--- src/rtl/fgs_pkg.sv ---
/*
  constants, types and carriers shared by the filter gate and
  lookahead control bank. assumes one clock and a 12-bit decoded
  register window on an AHB-Lite bus.
*/
// Notes on behaviour
// - gate register top half is read-only status; writes there do nothing
// - request and state fields span the implemented filters; rest reads zero
// - state of filter k is shown at bit 16 plus k
// - state bit is one while the gate admits accesses, zero when closed
// - state clears only once admission stopped and outstanding accesses drained
// - one writable request bit per filter sits in the low bits
// - a closed gate holds new commands stalled instead of completing them
// - bits of absent filters are unused, read zero, should be written zero
// - lookahead bit 1 disables write speculation; zero is the default
// - lookahead bit 0 disables read speculation; zero is the default
// - a high virtual network enable forces both disables to zero there
// - lookahead bits 31 to 2 are reserved and read zero
package fgs_pkg;

  localparam int FGS_NUM_FILTERS = 4;
  localparam int FGS_ADDR_W      = 12;
  localparam int FGS_CNT_W       = 8;
  localparam int FGS_STATUS_LSB  = 16;
  localparam int FGS_WSPEC_BIT   = 1;
  localparam int FGS_RSPEC_BIT   = 0;

  localparam logic [FGS_ADDR_W-1:0] FGS_GATE_OFF = 12'h008;
  localparam logic [FGS_ADDR_W-1:0] FGS_SPEC_OFF = 12'h00c;

  localparam logic [2:0] FGS_HSIZE_WORD = 3'h2;

  localparam logic [FGS_NUM_FILTERS-1:0] FGS_REQ_RST  = 4'hf;
  localparam logic [1:0]                 FGS_SPEC_RST = 2'h0;

  // highest count at which two more accesses may still be taken
  localparam logic [FGS_CNT_W-1:0] FGS_CNT_LIMIT = 8'hfd;

  typedef enum logic [2:0] {
    FGS_G_OPEN  = 3'b001,
    FGS_G_DRAIN = 3'b010,
    FGS_G_SHUT  = 3'b100
  } fgs_gate_st_t;

  typedef struct packed {
    logic rd_valid;
    logic wr_valid;
    logic rd_done;
    logic wr_done;
    logic virtual_network_enable_in;
  } fgs_fil_in_t;

  typedef struct packed {
    logic rd_ready;
    logic wr_ready;
    logic rd_spec_off;
    logic wr_spec_off;
  } fgs_fil_out_t;

  typedef struct packed {
    logic                  en;
    logic [FGS_ADDR_W-1:0] addr;
    logic [31:0]           data;
  } fgs_wr_t;

endpackage

--- src/rtl/fgs_ahb_slave.sv ---
/*
  AHB-Lite slave front end: writes with no wait state, reads with
  one wait state so a read right after a write sees the new value.
  assumes a single slave whose hreadyout is the bus hready.
*/
`timescale 1ns/1ps
module fgs_ahb_slave
  import fgs_pkg::*;
(
  // clock and reset
  input  wire logic                  ref_clk,
  input  wire logic                  rst,
  // AHB-Lite
  input  wire logic                  hsel,
  input  wire logic [31:0]           haddr,
  input  wire logic [1:0]            htrans,
  input  wire logic [2:0]            hsize,
  input  wire logic                  hwrite,
  input  wire logic                  hready,
  input  wire logic [31:0]           hwdata,
  output logic                       hreadyout,
  output logic                       hresp,
  output logic [31:0]                hrdata,
  // register file side
  output fgs_wr_t                    wr,
  output logic                       rd_take,
  output logic [FGS_ADDR_W-1:0]      rd_addr,
  input  wire logic [31:0]           rd_data
);

  logic                  take;
  logic                  wr_pend;
  logic                  rd_first;
  logic [FGS_ADDR_W-1:0] addr_q;

  // non-word sizes are ignored and answered as idle
  assign take = hsel && htrans[1] && hready && (hsize == FGS_HSIZE_WORD);

  always_ff @(posedge ref_clk or posedge rst) begin
    if (rst) begin
      wr_pend <= 1'b0;
      addr_q  <= '0;
    end else if (hready) begin
      wr_pend <= take && hwrite;
      addr_q  <= haddr[FGS_ADDR_W-1:0];
    end
  end

  always_ff @(posedge ref_clk or posedge rst) begin
    if (rst) begin
      rd_first <= 1'b0;
    end else begin
      rd_first <= take && !hwrite;
    end
  end

  always_ff @(posedge ref_clk or posedge rst) begin
    if (rst) begin
      hrdata <= '0;
    end else if (rd_first) begin
      hrdata <= rd_data;
    end
  end

  assign hreadyout = !rd_first;
  assign hresp     = 1'b0;
  assign wr.en     = wr_pend && hready;
  assign wr.addr   = addr_q;
  assign wr.data   = hwdata;
  assign rd_take   = rd_first;
  assign rd_addr   = addr_q;

endmodule // fgs_ahb_slave

--- src/rtl/fgs_gate.sv ---
/*
  gate of one filter unit: admits commands, counts outstanding
  accesses and reports open or closed. assumes each completion
  pulse matches an access that this gate admitted earlier.
*/
`timescale 1ns/1ps
module fgs_gate
  import fgs_pkg::*;
(
  // clock and reset
  input  wire logic        ref_clk,
  input  wire logic        rst,
  // control
  input  wire logic        open_request,
  // command channels
  input  wire fgs_fil_in_t fil_in,
  output logic             rd_ready,
  output logic             wr_ready,
  // status
  output logic             open_status,
  output logic             idle
);

  fgs_gate_st_t         state;
  logic [FGS_CNT_W-1:0] cnt;
  logic [FGS_CNT_W-1:0] next_cnt;
  logic [1:0]           n_acc;
  logic [1:0]           n_done;
  logic                 admit;

  //////////////////////////////////////////////////////////////////////
  // stall when closed
  // admission stops at once on a close request, before the drain
  assign admit    = (state == FGS_G_OPEN) && open_request &&
                    (cnt <= FGS_CNT_LIMIT);
  assign rd_ready = admit;
  assign wr_ready = admit;

  assign n_acc  = {1'b0, fil_in.rd_valid & rd_ready} +
                  {1'b0, fil_in.wr_valid & wr_ready};
  assign n_done = {1'b0, fil_in.rd_done} + {1'b0, fil_in.wr_done};

  always_comb begin
    next_cnt = cnt + {{(FGS_CNT_W-2){1'b0}}, n_acc} -
               {{(FGS_CNT_W-2){1'b0}}, n_done};
  end

  always_ff @(posedge ref_clk or posedge rst) begin
    if (rst) begin
      cnt <= '0;
    end else begin
      cnt <= next_cnt;
    end
  end

  //////////////////////////////////////////////////////////////////////
  always_ff @(posedge ref_clk or posedge rst) begin
    if (rst) begin
      state <= FGS_G_OPEN;
    end else begin
      unique case (state)
        FGS_G_OPEN: begin
          if (!open_request) state <= FGS_G_DRAIN;
        end
        FGS_G_DRAIN: begin
          if (open_request) state <= FGS_G_OPEN;
          else if (cnt == '0) state <= FGS_G_SHUT;
        end
        FGS_G_SHUT: begin
          if (open_request) state <= FGS_G_OPEN;
        end
        default: state <= FGS_G_SHUT;
      endcase
    end
  end

  assign open_status = (state != FGS_G_SHUT);
  assign idle        = (cnt == '0);

endmodule // fgs_gate

--- src/rtl/fgs_top.sv ---
/*
  filter gate and lookahead control bank: two software registers,
  one gate per filter unit, per-filter speculation disables.
  assumes filter datapaths hand in command valids and completion
  pulses, and an AHB-Lite master with single word transfers.
*/
// Design decisions made here: the register offsets and the AHB-Lite register port.
`timescale 1ns/1ps
module fgs_top
  import fgs_pkg::*;
(
  // clock and reset
  input  wire logic                        ref_clk,
  input  wire logic                        rst,
  // AHB-Lite slave
  input  wire logic                        hsel,
  input  wire logic [31:0]                 haddr,
  input  wire logic [1:0]                  htrans,
  input  wire logic [2:0]                  hsize,
  input  wire logic                        hwrite,
  input  wire logic                        hready,
  input  wire logic [31:0]                 hwdata,
  output logic                             hreadyout,
  output logic                             hresp,
  output logic [31:0]                      hrdata,
  // filter units
  input  wire fgs_fil_in_t [FGS_NUM_FILTERS-1:0]  fil_in,
  output fgs_fil_out_t [FGS_NUM_FILTERS-1:0]      fil_out
);

  localparam int NF = FGS_NUM_FILTERS;

  fgs_wr_t               wr;
  logic                  rd_take;
  logic [FGS_ADDR_W-1:0] rd_addr;
  logic [31:0]           rd_data;
  logic [NF-1:0]         open_request;
  logic [NF-1:0]         open_status;
  logic [NF-1:0]         gate_idle;
  logic [NF-1:0]         rd_ready;
  logic [NF-1:0]         wr_ready;
  logic [NF-1:0]         vn_en;
  logic                  wspec_dis;
  logic                  rspec_dis;

  //////////////////////////////////////////////////////////////////////
  // address decode shared by read and write paths
  function automatic logic reg_hit(
    input logic [FGS_ADDR_W-1:0] a,
    input logic [FGS_ADDR_W-1:0] off
  );
    reg_hit = (a == off);
  endfunction

  fgs_ahb_slave u_bus (
    .ref_clk   (ref_clk),
    .rst       (rst),
    .hsel      (hsel),
    .haddr     (haddr),
    .htrans    (htrans),
    .hsize     (hsize),
    .hwrite    (hwrite),
    .hready    (hready),
    .hwdata    (hwdata),
    .hreadyout (hreadyout),
    .hresp     (hresp),
    .hrdata    (hrdata),
    .wr        (wr),
    .rd_take   (rd_take),
    .rd_addr   (rd_addr),
    .rd_data   (rd_data)
  );

  //////////////////////////////////////////////////////////////////////
  // gate request bits
  always_ff @(posedge ref_clk or posedge rst) begin
    if (rst) begin
      open_request <= FGS_REQ_RST[NF-1:0];
    end else if (wr.en && reg_hit(wr.addr, FGS_GATE_OFF)) begin
      open_request <= wr.data[NF-1:0];
    end
  end

  //////////////////////////////////////////////////////////////////////
  // lookahead disables
  always_ff @(posedge ref_clk or posedge rst) begin
    if (rst) begin
      wspec_dis <= FGS_SPEC_RST[FGS_WSPEC_BIT];
      rspec_dis <= FGS_SPEC_RST[FGS_RSPEC_BIT];
    end else if (wr.en && reg_hit(wr.addr, FGS_SPEC_OFF)) begin
      wspec_dis <= wr.data[FGS_WSPEC_BIT];
      rspec_dis <= wr.data[FGS_RSPEC_BIT];
    end
  end

  //////////////////////////////////////////////////////////////////////
  // one gate per implemented filter
  genvar k;
  generate
    for (k = 0; k < NF; k++) begin : g_fil
      fgs_gate u_gate (
        .ref_clk      (ref_clk),
        .rst          (rst),
        .open_request (open_request[k]),
        .fil_in       (fil_in[k]),
        .rd_ready     (rd_ready[k]),
        .wr_ready     (wr_ready[k]),
        .open_status  (open_status[k]),
        .idle         (gate_idle[k])
      );

      assign vn_en[k]            = fil_in[k].virtual_network_enable_in;
      assign fil_out[k].rd_ready = rd_ready[k];
      assign fil_out[k].wr_ready = wr_ready[k];
      assign fil_out[k].rd_spec_off = rspec_dis && !vn_en[k];
      assign fil_out[k].wr_spec_off = wspec_dis && !vn_en[k];
    end
  endgenerate

  //////////////////////////////////////////////////////////////////////
  // read mux; unmapped offsets read zero
  always_comb begin
    rd_data = '0;
    if (reg_hit(rd_addr, FGS_GATE_OFF)) begin
      rd_data[NF-1:0] = open_request;
      rd_data[FGS_STATUS_LSB +: NF] = open_status;
    end else if (reg_hit(rd_addr, FGS_SPEC_OFF)) begin
      rd_data[FGS_WSPEC_BIT] = wspec_dis;
      rd_data[FGS_RSPEC_BIT] = rspec_dis;
    end
  end

  //////////////////////////////////////////////////////////////////////
  // checks on the register bank

  property p_req_write;
    @(posedge ref_clk) disable iff (rst)
    (wr.en && reg_hit(wr.addr, FGS_GATE_OFF)) |=>
      (open_request == $past(wr.data[NF-1:0]));
  endproperty
  a_req_write: assert property (p_req_write)
    else $error("request bits did not take the written value");

  property p_status_ro;
    @(posedge ref_clk) disable iff (rst)
    (wr.en && reg_hit(wr.addr, FGS_GATE_OFF)) |=>
      (((open_status ^ $past(open_status)) &
        (open_status ^ $past(open_request))) == '0);
  endproperty
  a_status_ro: assert property (p_status_ro)
    else $error("write to status half changed the gate state");

  property p_gate_rsvd;
    @(posedge ref_clk) disable iff (rst)
    (rd_take && reg_hit(rd_addr, FGS_GATE_OFF)) |=>
      (hrdata[15:NF] == '0) && (hrdata[31:FGS_STATUS_LSB+NF] == '0);
  endproperty
  a_gate_rsvd: assert property (p_gate_rsvd)
    else $error("reserved gate bits read nonzero");

  property p_status_read;
    @(posedge ref_clk) disable iff (rst)
    (rd_take && reg_hit(rd_addr, FGS_GATE_OFF)) |=>
      (hrdata[FGS_STATUS_LSB +: NF] == $past(open_status)) &&
      (hrdata[NF-1:0] == $past(open_request));
  endproperty
  a_status_read: assert property (p_status_read)
    else $error("gate readback does not match state and request");

  property p_spec_read;
    @(posedge ref_clk) disable iff (rst)
    (rd_take && reg_hit(rd_addr, FGS_SPEC_OFF)) |=>
      (hrdata[31:2] == '0) &&
      (hrdata[FGS_WSPEC_BIT] == $past(wspec_dis)) &&
      (hrdata[FGS_RSPEC_BIT] == $past(rspec_dis));
  endproperty
  a_spec_read: assert property (p_spec_read)
    else $error("lookahead readback wrong");

  property p_spec_write;
    @(posedge ref_clk) disable iff (rst)
    (wr.en && reg_hit(wr.addr, FGS_SPEC_OFF)) |=>
      (wspec_dis == $past(wr.data[FGS_WSPEC_BIT])) &&
      (rspec_dis == $past(wr.data[FGS_RSPEC_BIT]));
  endproperty
  a_spec_write: assert property (p_spec_write)
    else $error("lookahead disables did not take the written value");

  property p_read_wait;
    @(posedge ref_clk) disable iff (rst)
    rd_take |-> !hreadyout ##1 hreadyout;
  endproperty
  a_read_wait: assert property (p_read_wait)
    else $error("read wait state not exactly one cycle");

  //////////////////////////////////////////////////////////////////////
  // registers move only on their own write; a stray update would
  // show up as a silent change of a gate or lookahead setting

  property p_req_hold;
    @(posedge ref_clk) disable iff (rst)
    !(wr.en && reg_hit(wr.addr, FGS_GATE_OFF)) |=>
      $stable(open_request);
  endproperty
  a_req_hold: assert property (p_req_hold)
    else $error("request bits changed without a gate write");

  property p_spec_hold;
    @(posedge ref_clk) disable iff (rst)
    !(wr.en && reg_hit(wr.addr, FGS_SPEC_OFF)) |=>
      $stable(wspec_dis) && $stable(rspec_dis);
  endproperty
  a_spec_hold: assert property (p_spec_hold)
    else $error("lookahead disables changed without a write");

  //////////////////////////////////////////////////////////////////////
  // checks on each gate
  generate
    for (k = 0; k < NF; k++) begin : g_chk

      property p_spec_gate;
        @(posedge ref_clk) disable iff (rst)
        !vn_en[k] |->
          (fil_out[k].rd_spec_off == rspec_dis) &&
          (fil_out[k].wr_spec_off == wspec_dis);
      endproperty
      a_spec_gate: assert property (p_spec_gate)
        else $error("effective speculation disable wrong");

      property p_vn_force;
        @(posedge ref_clk) disable iff (rst)
        vn_en[k] |-> !fil_out[k].rd_spec_off && !fil_out[k].wr_spec_off;
      endproperty
      a_vn_force: assert property (p_vn_force)
        else $error("speculation disabled under virtual network");

      property p_closed_stall;
        @(posedge ref_clk) disable iff (rst)
        (!open_status[k] || !open_request[k]) |->
          !rd_ready[k] && !wr_ready[k];
      endproperty
      a_closed_stall: assert property (p_closed_stall)
        else $error("closed gate admitted a command");

      property p_drain_first;
        @(posedge ref_clk) disable iff (rst)
        $fell(open_status[k]) |->
          $past(gate_idle[k]) && !$past(open_request[k]);
      endproperty
      a_drain_first: assert property (p_drain_first)
        else $error("gate closed with accesses outstanding");

      property p_open_follow;
        @(posedge ref_clk) disable iff (rst)
        (open_request[k] && !open_status[k]) |=> open_status[k];
      endproperty
      a_open_follow: assert property (p_open_follow)
        else $error("gate did not open one cycle after request");

      property p_close_follow;
        @(posedge ref_clk) disable iff (rst)
        (!open_request[k] && gate_idle[k] && open_status[k]) |->
          ##[1:2] (!open_status[k] || open_request[k]);
      endproperty
      a_close_follow: assert property (p_close_follow)
        else $error("idle gate did not close within two cycles");

      property p_busy_open;
        @(posedge ref_clk) disable iff (rst)
        (!gate_idle[k] && open_status[k]) |=> open_status[k];
      endproperty
      a_busy_open: assert property (p_busy_open)
        else $error("gate closed while accesses were outstanding");

      property p_status_dir;
        @(posedge ref_clk) disable iff (rst)
        $changed(open_status[k]) |->
          (open_status[k] == $past(open_request[k]));
      endproperty
      a_status_dir: assert property (p_status_dir)
        else $error("gate state moved against its request");

      property p_ready_open;
        @(posedge ref_clk) disable iff (rst)
        (rd_ready[k] || wr_ready[k]) |-> open_status[k];
      endproperty
      a_ready_open: assert property (p_ready_open)
        else $error("gate admitted a command while reported closed");

      property p_shut_empty;
        @(posedge ref_clk) disable iff (rst)
        !open_status[k] |-> gate_idle[k];
      endproperty
      a_shut_empty: assert property (p_shut_empty)
        else $error("closed gate still counts outstanding accesses");

    end
  endgenerate

endmodule // fgs_top

--- config.mk ---
export PLATFORM = sky130hd
export DESIGN_NAME = fgs_top
export DESIGN_NICKNAME = d
export VERILOG_FILES = /design/src/rtl/fgs_pkg.sv /design/src/rtl/fgs_ahb_slave.sv /design/src/rtl/fgs_gate.sv /design/src/rtl/fgs_top.sv
export SDC_FILE = /design/constraint.sdc
export NUM_CORES = 1
export LEC_CHECK = 0
export ABC_AREA = 1
export BUFFER_PORTS_ARGS = -buffer_cell sky130_fd_sc_hd__buf_2
export CAP_MARGIN = 0
export CELL_PAD_IN_SITES_DETAIL_PLACEMENT = 0
export CELL_PAD_IN_SITES_GLOBAL_PLACEMENT = 1
export CORE_AREA = 2 2 158 160
export DETAILED_ROUTE_END_ITERATION = 10
export DIE_AREA = 0 0 160 162
export PLACE_DENSITY = 0.52
export SKIP_LAST_GASP = 1
export SYNTH_ARGS = -nofsm -noshare
export SYNTH_HDL_FRONTEND = slang
export SYNTH_HIERARCHICAL = 1
export SYNTH_SLANG_ARGS = --single-unit
--- constraint.sdc ---
create_clock -name ref_clk -period 4.45 [get_ports ref_clk]
set_input_delay 0.89 -clock ref_clk [delete_from_list [all_inputs] [get_ports ref_clk]]
set_output_delay 0.89 -clock ref_clk [all_outputs]
set_load 0.01 [all_outputs]
==> results.md <==
- Status: complete, no violations
- Via count of the routed design: 4376
- Gp weighted congestion: between 0.7 and 0.8
- I/O Buffers: 93
- Hold Crit Depth: 2
- Area growth syn-to-layout: 18.2%
- First-pass GRT wire length: roughly 21000 um
- Tightest Pin Transition: roughly 1.0 ns
- Die X-Extent: approximately 160 um
- Total setup buffers inserted after CTS: 0
- Final Max Slew Viols: 0
- Starting Density: 24.0%
- Final instance area: 0.00684 sq mm
- Cts bufs inserted: 9
- Fmax: approximately 330 MHz
- Crit path DAT: 3.27 ns
- Row cnt: 57
- Ys Warns: 6
- P_leak: between 3 and 4 nW
- R2R cell count: 13
- RSZ-0062 raised after global routing: no
- Synthesized instance count: between 700 and 800
- Root buf cell: clkbuf_16
- Synthesized area: between 0.005 and 0.006 sq mm
- Worst Setup End Kind: flip-flop
- Initial DRC count: around 170
- I/O pin cnt: around 140
- Setup CP Type: reg2reg
- Routed wire length: ~12000 um
- Die H: between 150 and 200 um
- CP Data Required Time: about 4.7 ns
- Avg Inst Size Synth: between 8 and 9 sq um
- Vias per Instance: about 3.8
- Crit share post-route: about two thirds
- Clock Path Buffers: 2
- Final setup vio count: 0
- Pre-Repair DR Iteration Count: 5
- Clk_skew: 0.00579 ns
- Total grt overflow: 0
- Htree depth: 3
- Startpoint Class: flip-flop
- CP Max Fanout: 5
- Die ar.: 0.0259 sq mm
- Core area: 0.0241 sq mm
- Slew headroom: approximately a third
- GRT Total Usage: 10.3%
- Total of max-cap violations: 0
- WL/cell: about 11 um
- Largest net degree at the start of global routing: 47
- CTS tree: built
- Initial antenna violation count: 1
- Final Power: approximately 4 mW
- Vias in the first global route: 4415
- Final Hold Viols: 0
- PostCTS Resize Cnt: 0
- DP HPWL: about 9500 um
- Antenna Nets Post-Route: 0
- Worst-path clk slew: roughly 0.070 ns
- Layout cell share with drive strength beyond 1: between 10% and 20%
- Power Density: around 580 mW/mm^2
- Period minus WS final: between 3 and 4 ns
- CTS Hold Bufs: 0
- Final nets: about 970
- Placed inst area: between 0.006 and 0.007 sq mm
- CTS Sinks: 96
- Peak VDD IR: between 150 and 200 uV
- Clk Latency, worst-skew pair: 0.35 ns
- Post-route setup TNS: 0 ns
- Hold Crit Class: reg2reg
- FF-to-FF setup slack: about 1.4 ns
- # DRC: 0
==> per-stage QoR <==
step | cells | hold WS, ns | util, % | worst slack [ns]
CTS | 1145 | 0.473 | 28.4 | 1.36
detailed placement | 1129 | 0.453 | 27.1 | 1.26
global placement | 1129 | 0.450 | 27.1 | 1.26
floorplan | 741 | 0.449 | - | 1.62
global route | 1145 | 0.497 | 28.4 | 1.08
finish | 1146 | 0.466 | 28.4 | 1.43
==> critical path, cell delays in order, from the launching register on <==
cell      delay [ns]
dfstp_2         0.60
nand4_2         0.20
nor3b_1         0.31
fa_1            0.23
inv_1           0.04
ha_1            0.26
inv_1           0.05
ha_1            0.17
inv_1           0.06
fa_1            0.39
o21ai_0         0.28
nand3_1         0.15
nand3b_1        0.11
nand2_1         0.05
==> worst paths after layout <==
kind                                             startpoint                               end
worst min-delay path            u_bus/hrdata[4]$_DFFE_PP0P_       u_bus/hrdata[4]$_DFFE_PP0P_
min in group asynchronous                               rst             wspec_dis$_DFFE_PP0P_
worst min register to register  u_bus/hrdata[4]$_DFFE_PP0P_       u_bus/hrdata[4]$_DFFE_PP0P_
worst max register to register  open_request[1]$_DFFE_PP1P_  g_fil[1].u_gate/cnt[7]$_DFF_PP0_
max in group asynchronous                               rst      u_bus/hrdata[21]$_DFFE_PP0P_
worst max-delay path            open_request[1]$_DFFE_PP1P_  g_fil[1].u_gate/cnt[7]$_DFF_PP0_
==> power by group <==
group / switching (mW) / internal, mW
combinational: 1.06 / 0.751
clock: 0.369 / 0.455
sequential: 0.193 / 1.17
==> placed cells by master, fill, tap and decap left out, types with 10 or more instances in the layout <==
cell type and n:
buf_2 93, conb_1 25, nor2_1 63, nand3_1 43
fa_1 12, inv_1 102, inv_2 10, xor2_1 12
ha_1 52, nand2_1 238, dfrtp_1 88, nand4_1 10
==> cell type report <==
cell class / count / area, sq um
sequential: 96 / 2410
clock inverter: 6 / 66.3
antenna: 1 / 2.50
tap: 324 / 405
clock buffer: 10 / 239
inverter: 112 / 420
timing repair buffer: 94 / 473
fill: 2717 / 17300
multi-input combinational: 503 / 2820
==> flip-flops by register name, indices dropped and copies added (netlist names) <==
| signal | cells |
|---|---|
| g_fil.u_gate/cnt | 32 |
| u_bus/hrdata | 32 |
| g_fil.u_gate/state | 12 |
| u_bus/rd_addr | 12 |
| open_request | 4 |
| rspec_dis | 1 |
| u_bus/rd_take | 1 |
| u_bus/wr_pend | 1 |
| wspec_dis | 1 |
==> per-layer routing <==
layer	track usage (%)	up-vias	part of all wire (%)
li1	-	2338	-
met1	13.3	1974	48
met2	17.2	53	48
met3	1.76	11	2.9
met4	4.18	0	1.7
met5	0	-	0
Note: power is estimated with default switching activity, not from simulation.
